## config.mk

```make
export PLATFORM = sky130hd
export DESIGN_NAME = fdo_port
export DESIGN_NICKNAME = d
export VERILOG_FILES = /design/src/design/fdo_pkg.sv /design/src/design/fdo_bank_if.sv /design/src/design/fdo_chan_bank.sv /design/src/design/fdo_port.sv
export VERILOG_INCLUDE_DIRS = /design/src /design/src/design
export SDC_FILE = /design/constraint.sdc
export NUM_CORES = 1
export LEC_CHECK = 0
export BUFFER_PORTS_ARGS = -buffer_cell sky130_fd_sc_hd__buf_2
export CAP_MARGIN = 20
export CORE_MARGIN = 1
export CORE_UTILIZATION = 25
export CTS_CLUSTER_SIZE = 30
export DETAILED_ROUTE_END_ITERATION = 8
export GPL_TIMING_DRIVEN = 0
export PLACE_DENSITY = 0.5
export REMOVE_ABC_BUFFERS = 1
export SETUP_SLACK_MARGIN = 0.02
export SLEW_MARGIN = 5
export SYNTH_ARGS = -nofsm -noshare
export SYNTH_HDL_FRONTEND = slang
export SYNTH_SLANG_ARGS = --single-unit
```

## constraint.sdc

```tcl
create_clock -name hclk -period 23.3 [get_ports hclk]
set_input_delay 4.66 -clock hclk [delete_from_list [all_inputs] [get_ports hclk]]
set_output_delay 4.66 -clock hclk [all_outputs]
set_load 0.02 [all_outputs]
```

## src/design/fdo_map.svh

```systemverilog
// Address map, field layout and reset values of the output port.
// Assumes inclusion by the package and the design modules.
`ifndef FDO_MAP_SVH
`define FDO_MAP_SVH
`define FDO_OFF_OUT_WORD   8'h00
`define FDO_OFF_RANGE      8'h04
`define FDO_OFF_CODE_CH1   8'h10
`define FDO_OFF_CODE_CH4   8'h1c
`define FDO_OFF_LEVEL_CH1  8'h20
`define FDO_OFF_LEVEL_CH4  8'h2c
`define FDO_CHANS          4
`define FDO_CODE_W         12
`define FDO_SEL_LSB        12
`define FDO_SEL_MSB        15
`define FDO_WORD_W         16
`define FDO_FULL_SCALE     32'sd4095
`define FDO_SPAN_5V_MV     32'sd5000
`define FDO_SPAN_10V_MV    32'sd10000
`define FDO_SPAN_20V_MV    32'sd20000
`define FDO_SPAN_16MA_UA   32'sd16000
`define FDO_LOW_5V_MV      32'sd5000
`define FDO_LOW_10V_MV     32'sd10000
`define FDO_LOW_4MA_UA     32'sd4000
`define FDO_RST_CODE       12'h000
`define FDO_RST_WORD       16'hf000
`define FDO_RESP_OKAY      1'b0
`define FDO_RANGE_MSB      2
`define FDO_IDX_MSB        3
`define FDO_IDX_LSB        2
`define FDO_ADDR_MSB       7
`endif

```

## src/design/fdo_pkg.sv

```systemverilog
// Types of the four channel output port.
// Assumes fdo_map.svh is on the include path.
`include "fdo_map.svh"
package fdo_pkg;
    typedef enum logic [2:0] {
        FDO_RNG_0_5V   = 3'b000,
        FDO_RNG_0_10V  = 3'b001,
        FDO_RNG_PM5V   = 3'b010,
        FDO_RNG_PM10V  = 3'b011,
        FDO_RNG_4_20MA = 3'b100
    } fdo_range_e;
    typedef enum logic [0:0] {
        FDO_ST_IDLE    = 1'b0,
        FDO_ST_RD_WAIT = 1'b1
    } fdo_state_e;
    typedef enum logic [2:0] {
        FDO_REG_NONE  = 3'b000,
        FDO_REG_OUT   = 3'b001,
        FDO_REG_RANGE = 3'b010,
        FDO_REG_CODE  = 3'b011,
        FDO_REG_LEVEL = 3'b100
    } fdo_reg_e;
    typedef logic [`FDO_CODE_W-1:0] fdo_code_t;
endpackage : fdo_pkg

```

## src/design/fdo_bank_if.sv

```systemverilog
// Link between the port control and its channel code bank.
// Assumes one clock domain on hclk.
`include "fdo_map.svh"
interface fdo_bank_if;
    import fdo_pkg::*;
    logic [`FDO_CHANS-1:0]     wr_en;
    fdo_code_t                 wr_code;
    logic [1:0]                rd_idx;
    fdo_code_t                 rd_code;
    fdo_code_t [`FDO_CHANS-1:0] codes;
    modport ctrl (output wr_en, output wr_code, output rd_idx,
                  input rd_code, input codes);
    modport bank (input wr_en, input wr_code, input rd_idx,
                  output rd_code, output codes);
endinterface : fdo_bank_if

```

## src/design/fdo_chan_bank.sv

```systemverilog
// Channel code bank: one held code per channel, registered read port.
// Assumes write enables and code arrive from fdo_port on hclk.
`include "fdo_map.svh"
module fdo_chan_bank
    import fdo_pkg::*;
(
    input wire logic hclk,
    input wire logic hresetn,
    fdo_bank_if.bank bus
);
    fdo_code_t [`FDO_CHANS-1:0] code_d;
    fdo_code_t [`FDO_CHANS-1:0] code_q;
    fdo_code_t                  rd_d;
    fdo_code_t                  rd_q;

    genvar g;
    generate
        for (g = 0; g < `FDO_CHANS; g++) begin : g_chan
            // Each channel latches on its own enable, else holds
            always_comb begin
                code_d[g] = bus.wr_en[g] ? bus.wr_code : code_q[g];
            end
            always_ff @(posedge hclk or negedge hresetn) begin
                if (!hresetn) begin
                    code_q[g] <= `FDO_RST_CODE;
                end else begin
                    code_q[g] <= code_d[g];
                end
            end
        end
    endgenerate

    // Forward a code written in the same cycle
    always_comb begin
        rd_d = bus.wr_en[bus.rd_idx] ? bus.wr_code : code_q[bus.rd_idx];
    end

    always_ff @(posedge hclk or negedge hresetn) begin
        if (!hresetn) begin
            rd_q <= `FDO_RST_CODE;
        end else begin
            rd_q <= rd_d;
        end
    end

    assign bus.rd_code = rd_q;
    assign bus.codes   = code_q;
endmodule : fdo_chan_bank

```

## src/design/fdo_port.sv

```systemverilog
// Four channel 12-bit analog output port, AHB-Lite slave top level.
// Assumes a single AHB-Lite master, word transfers, hclk at 40 MHz.
//
// Decided for this implementation: the placing of the registers and register access over AHB-Lite.
`include "fdo_map.svh"
module fdo_port
    import fdo_pkg::*;
(
    input  wire logic                         hclk,
    input  wire logic                         hresetn,
    input  wire logic                         hsel,
    input  wire logic [31:0]                  haddr,
    input  wire logic [1:0]                   htrans,
    input  wire logic                         hwrite,
    input  wire logic [2:0]                   hsize,
    input  wire logic                         hready,
    input  wire logic [31:0]                  hwdata,
    output logic      [31:0]                  hrdata,
    output logic                              hreadyout,
    output logic                              hresp,
    output fdo_code_t [`FDO_CHANS-1:0]        chan_code,
    output fdo_range_e                        range_sel
);
    fdo_bank_if bank_bus ();

    fdo_state_e                st_d,     st_q;
    fdo_reg_e                  reg_d,    reg_q;
    logic                      wr_d,     wr_q;
    logic [`FDO_WORD_W-1:0]    word_d,   word_q;
    fdo_range_e                rng_d,    rng_q;
    logic [31:0]               rdata_d,  rdata_q;
    logic                      ready_d,  ready_q;
    logic                      take;
    logic [3:0]                sel_n;
    logic                      resp_d,   resp_q;
    logic                      wr_out;

    // Map a byte address onto a register kind
    function automatic fdo_reg_e fdo_decode(input logic [7:0] a);
        if (a == `FDO_OFF_OUT_WORD) begin
            return FDO_REG_OUT;
        end else if (a == `FDO_OFF_RANGE) begin
            return FDO_REG_RANGE;
        end else if (a >= `FDO_OFF_CODE_CH1 && a <= `FDO_OFF_CODE_CH4
                     && a[1:0] == 2'b00) begin
            return FDO_REG_CODE;
        end else if (a >= `FDO_OFF_LEVEL_CH1 && a <= `FDO_OFF_LEVEL_CH4
                     && a[1:0] == 2'b00) begin
            return FDO_REG_LEVEL;
        end else begin
            return FDO_REG_NONE;
        end
    endfunction : fdo_decode

    // Signal level of a code: millivolts, or microamps for the loop range
    function automatic logic [31:0] fdo_level(input fdo_code_t c,
                                              input fdo_range_e r);
        logic signed [31:0] x;
        logic signed [31:0] prod;
        logic signed [31:0] quo;
        logic signed [31:0] span;
        logic signed [31:0] low;
        x    = $signed({20'h00000, c});
        span = 32'sd0;
        low  = 32'sd0;
        case (r)
            FDO_RNG_0_5V: begin
                span = `FDO_SPAN_5V_MV;
                low  = 32'sd0;
            end
            FDO_RNG_0_10V: begin
                span = `FDO_SPAN_10V_MV;
                low  = 32'sd0;
            end
            FDO_RNG_PM5V: begin
                span = `FDO_SPAN_10V_MV;
                low  = -`FDO_LOW_5V_MV;
            end
            FDO_RNG_PM10V: begin
                span = `FDO_SPAN_20V_MV;
                low  = -`FDO_LOW_10V_MV;
            end
            FDO_RNG_4_20MA: begin
                span = `FDO_SPAN_16MA_UA;
                low  = `FDO_LOW_4MA_UA;
            end
            default: begin
                span = 32'sd0;
                low  = 32'sd0;
            end
        endcase
        prod = x * span;
        quo  = prod / `FDO_FULL_SCALE;
        return quo + low;
    endfunction : fdo_level

    // Read data of one register kind
    function automatic logic [31:0] fdo_rd_word(
        input fdo_reg_e               k,
        input logic [`FDO_WORD_W-1:0] w,
        input fdo_range_e             r,
        input fdo_code_t              c
    );
        case (k)
            FDO_REG_OUT:   return {16'h0000, w};
            FDO_REG_RANGE: return {29'h00000000, r};
            FDO_REG_CODE:  return {20'h00000, c};
            FDO_REG_LEVEL: return fdo_level(c, r);
            default:       return 32'h00000000;
        endcase
    endfunction : fdo_rd_word

    assign take  = hsel && hready && htrans[1];
    assign sel_n = hwdata[`FDO_SEL_MSB:`FDO_SEL_LSB];
    assign wr_out = wr_q && reg_q == FDO_REG_OUT;

    // Output word write: low select loads, high select holds
    always_comb begin
        bank_bus.wr_en   = '0;
        bank_bus.wr_code = hwdata[`FDO_CODE_W-1:0];
        bank_bus.rd_idx  = haddr[`FDO_IDX_MSB:`FDO_IDX_LSB];
        if (wr_out) begin
            bank_bus.wr_en = ~sel_n;
        end
    end

    // Bus phase tracking and register writes
    always_comb begin
        st_d    = st_q;
        reg_d   = reg_q;
        wr_d    = 1'b0;
        word_d  = word_q;
        rng_d   = rng_q;
        rdata_d = rdata_q;
        ready_d = ready_q;
        if (wr_q) begin
            case (reg_q)
                FDO_REG_OUT:   word_d = hwdata[`FDO_WORD_W-1:0];
                FDO_REG_RANGE: rng_d  = fdo_range_e'(hwdata[`FDO_RANGE_MSB:0]);
                default:       word_d = word_q;
            endcase
        end
        case (st_q)
            FDO_ST_IDLE: begin
                ready_d = 1'b1;
                if (take) begin
                    reg_d = fdo_decode(haddr[`FDO_ADDR_MSB:0]);
                    wr_d  = hwrite;
                    if (!hwrite) begin
                        st_d    = FDO_ST_RD_WAIT;
                        ready_d = 1'b0;
                    end
                end
            end
            FDO_ST_RD_WAIT: begin
                rdata_d = fdo_rd_word(reg_q, word_q, rng_q, bank_bus.rd_code);
                ready_d = 1'b1;
                st_d    = FDO_ST_IDLE;
            end
            default: begin
                st_d    = FDO_ST_IDLE;
                ready_d = 1'b1;
            end
        endcase
    end

    always_ff @(posedge hclk or negedge hresetn) begin
        if (!hresetn) begin
            st_q    <= FDO_ST_IDLE;
            reg_q   <= FDO_REG_NONE;
            wr_q    <= 1'b0;
            word_q  <= `FDO_RST_WORD;
            rng_q   <= FDO_RNG_0_10V;
            rdata_q <= 32'h00000000;
            ready_q <= 1'b1;
        end else begin
            st_q    <= st_d;
            reg_q   <= reg_d;
            wr_q    <= wr_d;
            word_q  <= word_d;
            rng_q   <= rng_d;
            rdata_q <= rdata_d;
            ready_q <= ready_d;
        end
    end

    // Every transfer is answered OKAY, from a flop like the other outputs
    always_comb begin
        resp_d = `FDO_RESP_OKAY;
    end

    always_ff @(posedge hclk or negedge hresetn) begin
        if (!hresetn) begin
            resp_q <= `FDO_RESP_OKAY;
        end else begin
            resp_q <= resp_d;
        end
    end

    fdo_chan_bank u_bank (
        .hclk    (hclk),
        .hresetn (hresetn),
        .bus     (bank_bus.bank)
    );

    assign hrdata    = rdata_q;
    assign hreadyout = ready_q;
    assign hresp     = resp_q;
    assign chan_code = bank_bus.codes;
    assign range_sel = rng_q;
endmodule : fdo_port

```

==> impl_results.md, run 1 <==
- Status: finished clean
- CP arrival: 22.15 ns
- Hold path start: word_q[15]$_DFFE_PN1P_
- Distinct cells, synth: 130
- Initial antenna violation count: 1
- Top-area cell type share of the netlist area: 16.8%
- Largest family of logic cells by synthesized area: simple AND/OR/NAND/NOR gates
- ANT nets after route: 0
- Worst R2R Setup Slack: ~1.4 ns
- Endpoint, Worst Hold: word_q[15]$_DFFE_PN1P_
- Max-slew headroom: 41.5%
- Mux share of post-synthesis cell area: 8.31%
- Final instance area: about 0.019 mm^2
- Gp weighted congestion: approximately 0.88
- Max Clock Skew: 0.00782 ns
- Setup crit end kind: register
- Final Non-Filler Cells: 2,892
- Sequential area share after synthesis: 17.7%
- Total CTS buffers: 17
- Lkg Pwr: 8.32 nW
- FFs w/ async S/R, synth: 100%
- H-Tree Depth: 4
- Avg Cell Area, Syn: 8.51 um^2
- Hold Path Class: register to register
- GRT Total Usage: 14.7%
- Die footprint: 0.0673 mm^2
- Drt wl/cell: ~17 um
- Final worst-path cycle share: 93.9%
- WP data required: roughly 24 ns
- Setup crit start kind: register
- Top cells by area, synth: dfrtp_1, fa_1, ha_1, mux2_2, nand2_1
- CP max stage cell: a2111oi_1
- Max-slew violations: 0
- Clk pin slew, worst setup/hold paths: 0.06 ns
- Max-capacitance violation count: 0
- Starting Density: 25.2%
- RR Startpoint: range_sel[2]$_DFFE_PN0P_
- Area leader, netlist: dfrtp_1
- Worst R2R Path Depth: between 70 and 80
- Post-Synthesis Cells: 1,947
- Placed cells: between 2,000 and 3,000
- Ys flop type: dfrtp_1
- DR vias: 14,900
- Syn Std Cell Area: 0.0166 mm^2
- Share of cells above drive strength 1: 18.6%
- DR iter-0 viols: 934
- Post-Synth Adder-Cell Area: 19.1%
- Worst-margin pin slew: 0.868 ns
- #FFs+latches synth: 117
- FMAX: approximately 0.046 GHz
- Diodes inserted: 0
- Largest net degree at the start of global routing: 95
- Final wirelength: slightly below 50,000 um
- Kind of critical path: register to register
- CTS tree: done
- Max FO, Critical Path: 14
- Vias/cell: 5.14
- Die width: approximately 260 um
- Synth Area in XOR/XNOR: roughly 4.3%
- Worst R2R End: hrdata[21]$_DFFE_PN0P_
- RSZ-0062 raised after global routing: no
- Port Buffers: approximately 110
- Compound-Gate Fraction of Synth Area: 21.6%
- Area Growth Syn to Fin: 12.9%
- Die Ht: 259 um
- First-pass GRT wire length: 81,600 um
- Yosys Warn Count: 0
- Vias in the first global route: 15,100
- Post-detail-place hpwl: 40,400 um
- IO Count: 159
- Max stage delay on crit path: 0.67 ns
- Post-DP Area: 0.0179 mm^2
- Number of synthesized flops with an enable pin: 0
- Core area: 0.0656 mm^2
- Grt ovf: 0
- Fin nets: about 2,300
- Minimum clock period: roughly 22 ns
- Pwr per Cell Area: 146 mW/mm^2
- Number of remaining DRC errors: 0
- Hold path cells: 2
- Site Rows: between 90 and 100
- Worst VDD drop: 96.1 uV
- Sink Count: approximately 120
- Pre-Repair DR Iteration Count: 6
- Clock buffer depth: 2
- Clk_lat worst skew: 0.42 ns
- Setup-failing EPs final: 0
- Post-Synth Simple-Gate Area: 21.7%
- Final hold vios: 0
- Root Buffer: clkbuf_16
-- timing repair --
action | CTS | global route
pin swaps | 1 | 0
buffers inserted | 2 | 1
hold buffers | 0 | 0
gates resized for setup | 2 | 25
setup endpoints to repair | 9 | 23
-- power breakdown --
part           internal [W]  switching (W)
clock              0.000183       0.000102
combinational      0.000776        0.00145
sequential         0.000213      0.0000116
-- cell type report --
class                           instances  area [um^2]
Fill cell                            7149        46900
Multi-Input combinational cell       1553        12600
Sequential cell                       117         2940
Tap cell                              864         1080
Inverter                              200          751
Timing Repair Buffer                  126          726
Clock buffer                           19          443
Clock inverter                         13          193
-- how the worst max path moves through the flow --
stage	startpoint	end	slack (ns)	depth (start not counted)
floorplan	range_sel[2]$_DFFE_PN0P_	hrdata[19]$_DFFE_PN0P_	3.97	74
global placement	range_sel[2]$_DFFE_PN0P_	hrdata[25]$_DFFE_PN0P_	-0.64	74
detailed placement	range_sel[1]$_DFFE_PN0P_	hrdata[25]$_DFFE_PN0P_	-0.52	75
CTS	range_sel[1]$_DFFE_PN0P_	hrdata[21]$_DFFE_PN0P_	0.36	74
global route	range_sel[2]$_DFFE_PN0P_	hrdata[25]$_DFFE_PN0P_	0.03	73
finish	range_sel[2]$_DFFE_PN0P_	hrdata[21]$_DFFE_PN0P_	1.42	73
-- Yosys cell counts, types with 8 or more instances --
cell type	number
nand2_1	216
inv_1	198
nor2_1	116
dfrtp_1	111
ha_1	108
a21oi_1	100
fa_1	90
mux2_2	75
o21ai_0	73
and2_1	68
nand3_1	49
xnor2_1	45
clkbuf_1	37
nor3_1	37
xor2_1	28
mux2i_1	24
nand4_1	22
a21o_1	21
and3_1	20
nor4_1	19
o2bb2ai_1	19
or2_2	19
a31oi_1	18
nand2b_1	18
o211ai_1	18
o21a_1	16
o31ai_1	16
o21bai_1	14
buf_4	13
mux4_2	13
or3_1	13
o21ai_1	12
buf_6	11
buf_2	9
nor2b_1	9
or4_1	9
a211o_1	8
a211oi_1	8
a211oi_2	8
a31o_2	8
and4_1	8
o31a_1	8
-- routing by layer --
layer / vias up / global-route usage (%) / share of wire, %
li1: 7138 / - / -
met1: 7326 / 19.8 / 47
met2: 349 / 25.3 / 48
met3: 48 / 1.78 / 3.8
met4: 2 / 2.70 / 1.4
met5: - / 0 / 0.026
-- metrics by stage --
| stage | utilization [%] | hold slack [ns] | total power [W] | setup WS (ns) | TNS [ns] |
|---|---|---|---|---|---|
| after floorplan | - | 0.439 | 0.00188 | 3.97 | 0 |
| after global placement | 27.1 | 0.454 | 0.00234 | -0.645 | -5.19 |
| after detailed placement | 27.3 | 0.457 | 0.00237 | -0.520 | -3.40 |
| after CTS | 28.3 | 0.466 | 0.00267 | 0.361 | 0 |
| after global routing | 28.5 | 0.479 | 0.00298 | 0.0288 | 0 |
| final | 28.5 | 0.462 | 0.00273 | 1.42 | 0 |
-- critical path: cells and delay by family (launching register included) --
kind / cells / cell delay [ns]
buffers and inverters: 4 / 0.22
AO/OA/AOI/OAI: 26 / 6.40
XOR/XNOR: 3 / 0.94
multiplexers: 3 / 1.16
AND/OR/NAND/NOR: 29 / 8.73
adder cells (fa/ha/maj): 8 / 3.68
flip-flops: 1 / 0.57
-- cells by family after synthesis --
kind of cell,Yosys count
AOI/OAI and AO/OA,479
xor gates and xnor gates,77
adders and majority gates,199
buffers and inverters,277
DFF,117
muxes,112
other,2
and+or+nand+nor,684
-- placed cells by master, fill, tap and decap left out, types with 20 or more instances in the layout --
master and instances:
fa_1 90, xor2_1 28, o21ai_0 71, mux2_2 75
and3_1 20, nand4_1 22, and2_1 67, nand3_1 48
buf_2 113, dfrtp_1 111, nor3_1 34, a21o_1 21
xnor2_1 44, nor2_1 113, ha_1 108, inv_1 198
nand2_1 216, a21oi_1 99
-- sequential cells by signal, summed over array words and instances, names as in the netlist --
register	cells
hreadyout	1
wr_q	1
st_q	1
word_q	16
u_bank.bus.codes	48
u_bank.bus.rd_code	12
hrdata	32
range_sel	3
reg_q	3
No activity file was read; power rests on OpenSTA's default activity.
==> inputs of run 2 (changes only) <==
Settings changed: PLACE_DENSITY 0.5 to 0.44.
==> run 2 against run 1 <==
  * Die area did not move
  * Core utilization barely moved
  * Clock skew rose by 0.0026 ns
  * Final cell count barely moved
  * Critical path type unchanged
  * Highest routed layer unchanged
==> impl_results.md, run 2 (synthesis results as in run 1) <==
- Status: finished clean
- Site Rows: between 90 and 100
- Final wirelength: just over 50,000 um
- Number of remaining DRC errors: 0
- Grt ovf: 0
- Vias/cell: 5.11
- Final worst-path cycle share: roughly 93%
- Pre-Repair DR Iteration Count: 5
- Setup-failing EPs final: 0
- Setup crit start kind: register
- Max Clock Skew: 0.0104 ns
- Worst-margin pin slew: 0.950 ns
- Worst VDD drop: 94.9 uV
- Die Ht: roughly 260 um
- Hold path start: word_q[14]$_DFFE_PN1P_
- Minimum clock period: between 20 and 25 ns
- Final hold vios: 0
- Starting Density: 25.2%
- First-pass GRT wire length: 82,600 um
- DR iter-0 viols: 962
- Share of cells above drive strength 1: roughly a fifth
- Post-detail-place hpwl: between 40,000 and 50,000 um
- Port Buffers: 113
- Kind of critical path: register to register
- Max-slew headroom: 36.2%
- Sink Count: 117
- Core area: 0.0656 mm^2
- Clock buffer depth: 2
- Cts hold-fix bufs: 0
- CTS tree: done
- Gp weighted congestion: ~0.86
- Max FO, Critical Path: 15
- Vias in the first global route: 14,900
- Most frequent cells in the layout: nand2_1, inv_1, buf_2
- Commonest non-fill, non-tap cell in the layout: nand2_1
- Worst Setup SP: range_sel[1]$_DFFE_PN0P_
- Die footprint: 0.0673 mm^2
- Lkg Pwr: 8.30 nW
- GRT Total Usage: 15.1%
- RR Startpoint: range_sel[1]$_DFFE_PN0P_
- Placed cells: 2,854
- Largest net degree at the start of global routing: 92
- Final Non-Filler Cells: 2,891
- DR vias: 14,800
- ANT nets after route: 0
- Max-capacitance violation count: 0
- Die width: 259 um
- Most frequent CP cell: a21oi_1
- Area Growth Syn to Fin: 12.8%
- Initial antenna violation count: 2
- WP data required: roughly 24 ns
- Pwr per Cell Area: 147 mW/mm^2
- Fin nets: 2,285
- Root Buffer: clkbuf_16
- Hold Path Class: register to register
- IO Count: around 160
- FMAX: 0.0460 GHz
- Clk pin slew, worst setup/hold paths: approximately 0.060 ns
- Max stage delay on crit path: 0.84 ns
- Clk_lat worst skew: roughly 0.42 ns
- Max reg flops: between 40 and 50
- Setup_tns: 0 ns
- Setup crit end kind: register
- Drt wl/cell: 17.8 um
- Filler cells: between 7,000 and 8,000
- Total CTS buffers: 17
- RSZ-0062 raised after global routing: no
- Max-slew violations: 0
- H-Tree Depth: 4
- CP max stage cell: o21ai_0
- CP arrival: 22.07 ns
[run 2: final cells by class]
cell class                      instances  area (um^2)  share of cell area (%)
Antenna cell                            1         2.50                  0.0134
Clock buffer                           25          475                    2.54
Clock inverter                          7          145                   0.776
Inverter                              200          751                    4.02
Multi-Input combinational cell       1553        12600                    67.5
Sequential cell                       117         2940                    15.7
Tap cell                              864         1080                    5.78
Timing Repair Buffer                  124          689                    3.69
[run 2: metal layers]
| layer | GRT usage (%) | wire length [um] |
|---|---|---|
| met5 | 0 | 10 |
| met4 | 2.50 | 554 |
| met3 | 2.14 | 2110 |
| met2 | 25.9 | 24300 |
| met1 | 20.2 | 24400 |
[run 2: critical path: cells and delay by family (launching register included)]
kind	cells	cell delay [ns]
simple gates	29	8.11
compound gates	26	7.00
fa+ha+maj	8	3.54
xor+xnor	3	1.05
mux	2	0.90
flops	1	0.53
buf+inv	5	0.47
[run 2: worst paths after layout]
| path | endpoint | slack, ns | depth (start not counted) |
|---|---|---|---|
| setup / recovery | hrdata[21]$_DFFE_PN0P_ | 1.56 | 73 |
| hold reg to reg | word_q[14]$_DFFE_PN1P_ | 0.46 | 2 |
| setup reg to reg | hrdata[21]$_DFFE_PN0P_ | 1.56 | 73 |
| min in group asynchronous | hrdata[26]$_DFFE_PN0P_ | 4.11 | 1 |
| hold / removal | word_q[14]$_DFFE_PN1P_ | 0.46 | 2 |
| max in group asynchronous | word_q[15]$_DFFE_PN1P_ | 18.42 | 2 |
[run 2: what timing repair did]
item,4_1_cts,5_1_grt
buffers inserted,1,3
setup endpoints to repair,16,23
gates resized for setup,2,32
gates cloned,0,0
pin swaps,1,2
[run 2: report_power, final]
| group | internal [W] | switching [W] | total, W |
|---|---|---|---|
| registers | 0.000213 | 0.0000118 | 0.000225 |
| clock network | 0.000185 | 0.0000922 | 0.000277 |
| logic | 0.000780 | 0.00146 | 0.00224 |
| total | 0.00118 | 0.00157 | 0.00275 |
[run 2: through the flow]
| stage | setup WS, ns | power [W] | instance area [um^2] | util [%] | hold WS [ns] |
|---|---|---|---|---|---|
| global route | 0.0474 | 0.00300 | 18700 | 28.5 | 0.481 |
| floorplan | 3.97 | 0.00188 | 16100 | - | 0.439 |
| detailed placement | -0.675 | 0.00238 | 17900 | 27.3 | 0.454 |
| finish | 1.56 | 0.00275 | 18700 | 28.5 | 0.463 |
| CTS | 0.178 | 0.00268 | 18500 | 28.2 | 0.464 |
| global placement | -1.27 | 0.00237 | 17800 | 27.1 | 0.453 |
==> inputs of run 3 (changes only) <==
Settings changed: ABC_AREA set to 1.
==> run 3 against run 2 <==
  * Sequential power about the same
  * Register-to-register slack improved by 0.63 ns
  * Critical path depth increased by 62
  * Power fell by 64%
  * Combinational power decreased by 78%
==> impl_results.md, run 3 <==
- Final Non-Filler Cells: approximately 3,800
- First-pass GRT wire length: 88,600 um
- Post-DP Area: 0.0193 mm^2
- Initial antenna violation count: 1
- CP max stage cell: fa_1
- Placed cells: 3,766
- Area leader, netlist: nand2_1
- Post-detail-place hpwl: 45,100 um
- Die Ht: about 270 um
- Distinct cells, synth: 62
- Setup crit end kind: register
- Pre-Repair DR Iteration Count: 5
- DR iter-0 viols: 1,011
- Dpl ws: just over 0.5 ns
- Gp weighted congestion: 0.821
- Total CTS buffers: 17
- Die width: 269 um
- Worst-margin pin slew: 0.988 ns
- Max-slew violations: 0
- Setup crit start kind: register
- Post-Synthesis Cells: about 2,800
- Starting Density: about 25%
- Max Clock Skew: ~0.025 ns
- Top-area cell type share of the netlist area: ~17%
- Fin nets: ~3,100
- Synth top cells by count: nand2_1, inv_1, nor2_1, nand3_1, o21ai_0
- Site Rows: slightly below 100
- Final instance area: 0.0200 mm^2
- ANT nets after route: 0
- Final worst-path cycle share: 90.6%
- #FFs+latches synth: around 120
- CP arrival: approximately 21 ns
- Top cells by area, synth: nand2_1, dfrtp_1, fa_1, inv_1, ha_1
- Share of cells above drive strength 1: 16.4%
- Root Buffer: clkbuf_16
- Vias/cell: 4.41
- Final wirelength: ~54,000 um
- Commonest non-fill, non-tap cell in the layout: nand2_1
- WP data required: 23.62 ns
- Avg Cell Area, Syn: 6.45 um^2
- Max-capacitance violation count: 0
- Ys flop type: dfrtp_1
- Port Buffers: ~110
- Clk pin slew, worst setup/hold paths: 0.07 ns
- Pwr per Cell Area: 49.5 mW/mm^2
- RR Startpoint: range_sel[2]$_DFFE_PN0P_
- Syn Std Cell Area: ~0.018 mm^2
- Worst VDD drop: 35.7 uV
- Worst R2R Setup Slack: 2.20 ns
- Clk_lat worst skew: around 0.43 ns
- Max stage delay on crit path: 0.55 ns
- Status: finished clean
- Kind of critical path: register to register
- Diodes inserted: 0
- Worst Setup SP: range_sel[2]$_DFFE_PN0P_
- Cts hold-fix bufs: 0
- FMAX: 0.0474 GHz
- Number of remaining DRC errors: 0
- Die footprint: 0.0722 mm^2
- Hold Path Class: register to register
- DR vias: around 17,000
- GRT Total Usage: 15.2%
- FFs w/ async S/R, synth: 100%
- Worst Setup EP: hrdata[25]$_DFFE_PN0P_
- Setup_tns: 0 ns
- Lkg Pwr: 10.9 nW
- WHS: 0.475 ns
- Sequential area share after synthesis: 16.5%
- Number of synthesized flops with an enable pin: 0
- Drt wl/cell: 14.2 um
- Worst R2R End: hrdata[25]$_DFFE_PN0P_
- Clock buffer depth: 2
- H-Tree Depth: 4
- Final setup margin: 2.20 ns
- Max-slew headroom: 34.0%
- Minimum clock period: 21.10 ns
- Filler cells: between 8,000 and 9,000
- Crit. path cell count: 135
- Largest net degree at the start of global routing: 70
- Critical path buffer and inverter count: 21
- Grt ovf: 0
- Setup-failing EPs final: 0
- Max FO, Critical Path: 17
- Vias in the first global route: 16,400
- Crit path max-delay family: simple AND/OR/NAND/NOR gates
- IO Count: about 160
- Most frequent CP cell: nand2_1
- Max reg flops: 48
- Top-count cell post-synth: nand2_1
- Most frequent cells in the layout: nand2_1, inv_1, nor2_1
- Core area: between 0.07 and 0.08 mm^2
- RSZ-0062 raised after global routing: no
- Area Growth Syn to Fin: 12.7%
- CTS tree: done
- Yosys Warn Count: 0
- Final hold vios: 0
- Worst R2R Path Depth: 135
- Sink Count: 117
run 3: changes by cell type after synthesis, moves of 34 or more:
cell     delta
a21oi_1    -57
and2_1     -63
inv_1     +230
inv_2      +34
mux2_2     -75
nand2_1   +587
nand2_2    +81
nand2_4    +37
nand3_1   +137
nor2_1    +208
nor2_2     +35
o21ai_0    +50
xnor2_1    -39
run 3: cell type report:
| cell class | instances | area [um^2] | area share, % |
|---|---|---|---|
| Clock inverter | 15 | 160 | 0.799 |
| Timing Repair Buffer | 127 | 709 | 3.54 |
| Tap cell | 940 | 1180 | 5.87 |
| Clock buffer | 17 | 425 | 2.12 |
| Multi-Input combinational cell | 2112 | 12800 | 63.8 |
| Inverter | 481 | 1840 | 9.19 |
| Sequential cell | 117 | 2940 | 14.7 |
run 3: logic make-up (layout without fill, tap and decap cells):
family	Yosys count	after routing	share of synthesized area (%)
simple gates	1609	1609	43.0
buf+inv	526	640	12.0
compound gates	281	281	9.57
fa+ha+maj	198	198	17.7
flops	117	117	16.5
xor+xnor	22	22	1.17
other cells	2	2	0.0422
run 3: how the worst min path moves through the flow:
stage,start,to,slack [ns],cells past startpoint
finish,hrdata[12]$_DFFE_PN0P_,hrdata[12]$_DFFE_PN0P_,0.48,2
detailed placement,hrdata[24]$_DFFE_PN0P_,hrdata[24]$_DFFE_PN0P_,0.47,2
global placement,hrdata[7]$_DFFE_PN0P_,hrdata[7]$_DFFE_PN0P_,0.46,2
floorplan,word_q[13]$_DFFE_PN1P_,word_q[13]$_DFFE_PN1P_,0.45,2
CTS,hrdata[1]$_DFFE_PN0P_,hrdata[1]$_DFFE_PN0P_,0.48,2
global route,hrdata[25]$_DFFE_PN0P_,hrdata[25]$_DFFE_PN0P_,0.51,2
run 3: timing repair:
item | in CTS | in global routing
resized for setup | 0 | 24
endpoints found under the setup margin | 0 | 20
setup buffers | 0 | 11
run 3: power by group:
part | leakage (nW) | switching [W] | internal, W | total, W
Clock | 0.284 | 0.000121 | 0.000152 | 0.000273
Combinational | 9.19 | 0.000346 | 0.000149 | 0.000495
Sequential | 1.47 | 0.0000102 | 0.000214 | 0.000224
run 3: metal layers:
metal	vias up	track usage [%]	part of all wire, %	routed length [um]
met1	7716	21.6	50	27300
met4	2	1.80	0.53	286
met5	-	0	0.018	10
met3	21	2.10	3.5	1880
li1	8823	-	-	-
met2	234	24.9	46	24700
run 3: tightest hold or removal path, cell delays in order (launching register included):
cell     delay, ns
dfrtp_1       0.34
nand2_1       0.05
nand2_1       0.06
run 3: stage by stage:
step	power, W	util, %
after CTS	0.00100	28.3
after global routing	0.00108	28.6
after floorplan	0.000604	-
final	0.000992	28.6
after global placement	0.000722	27.4
after detailed placement	0.000722	27.5
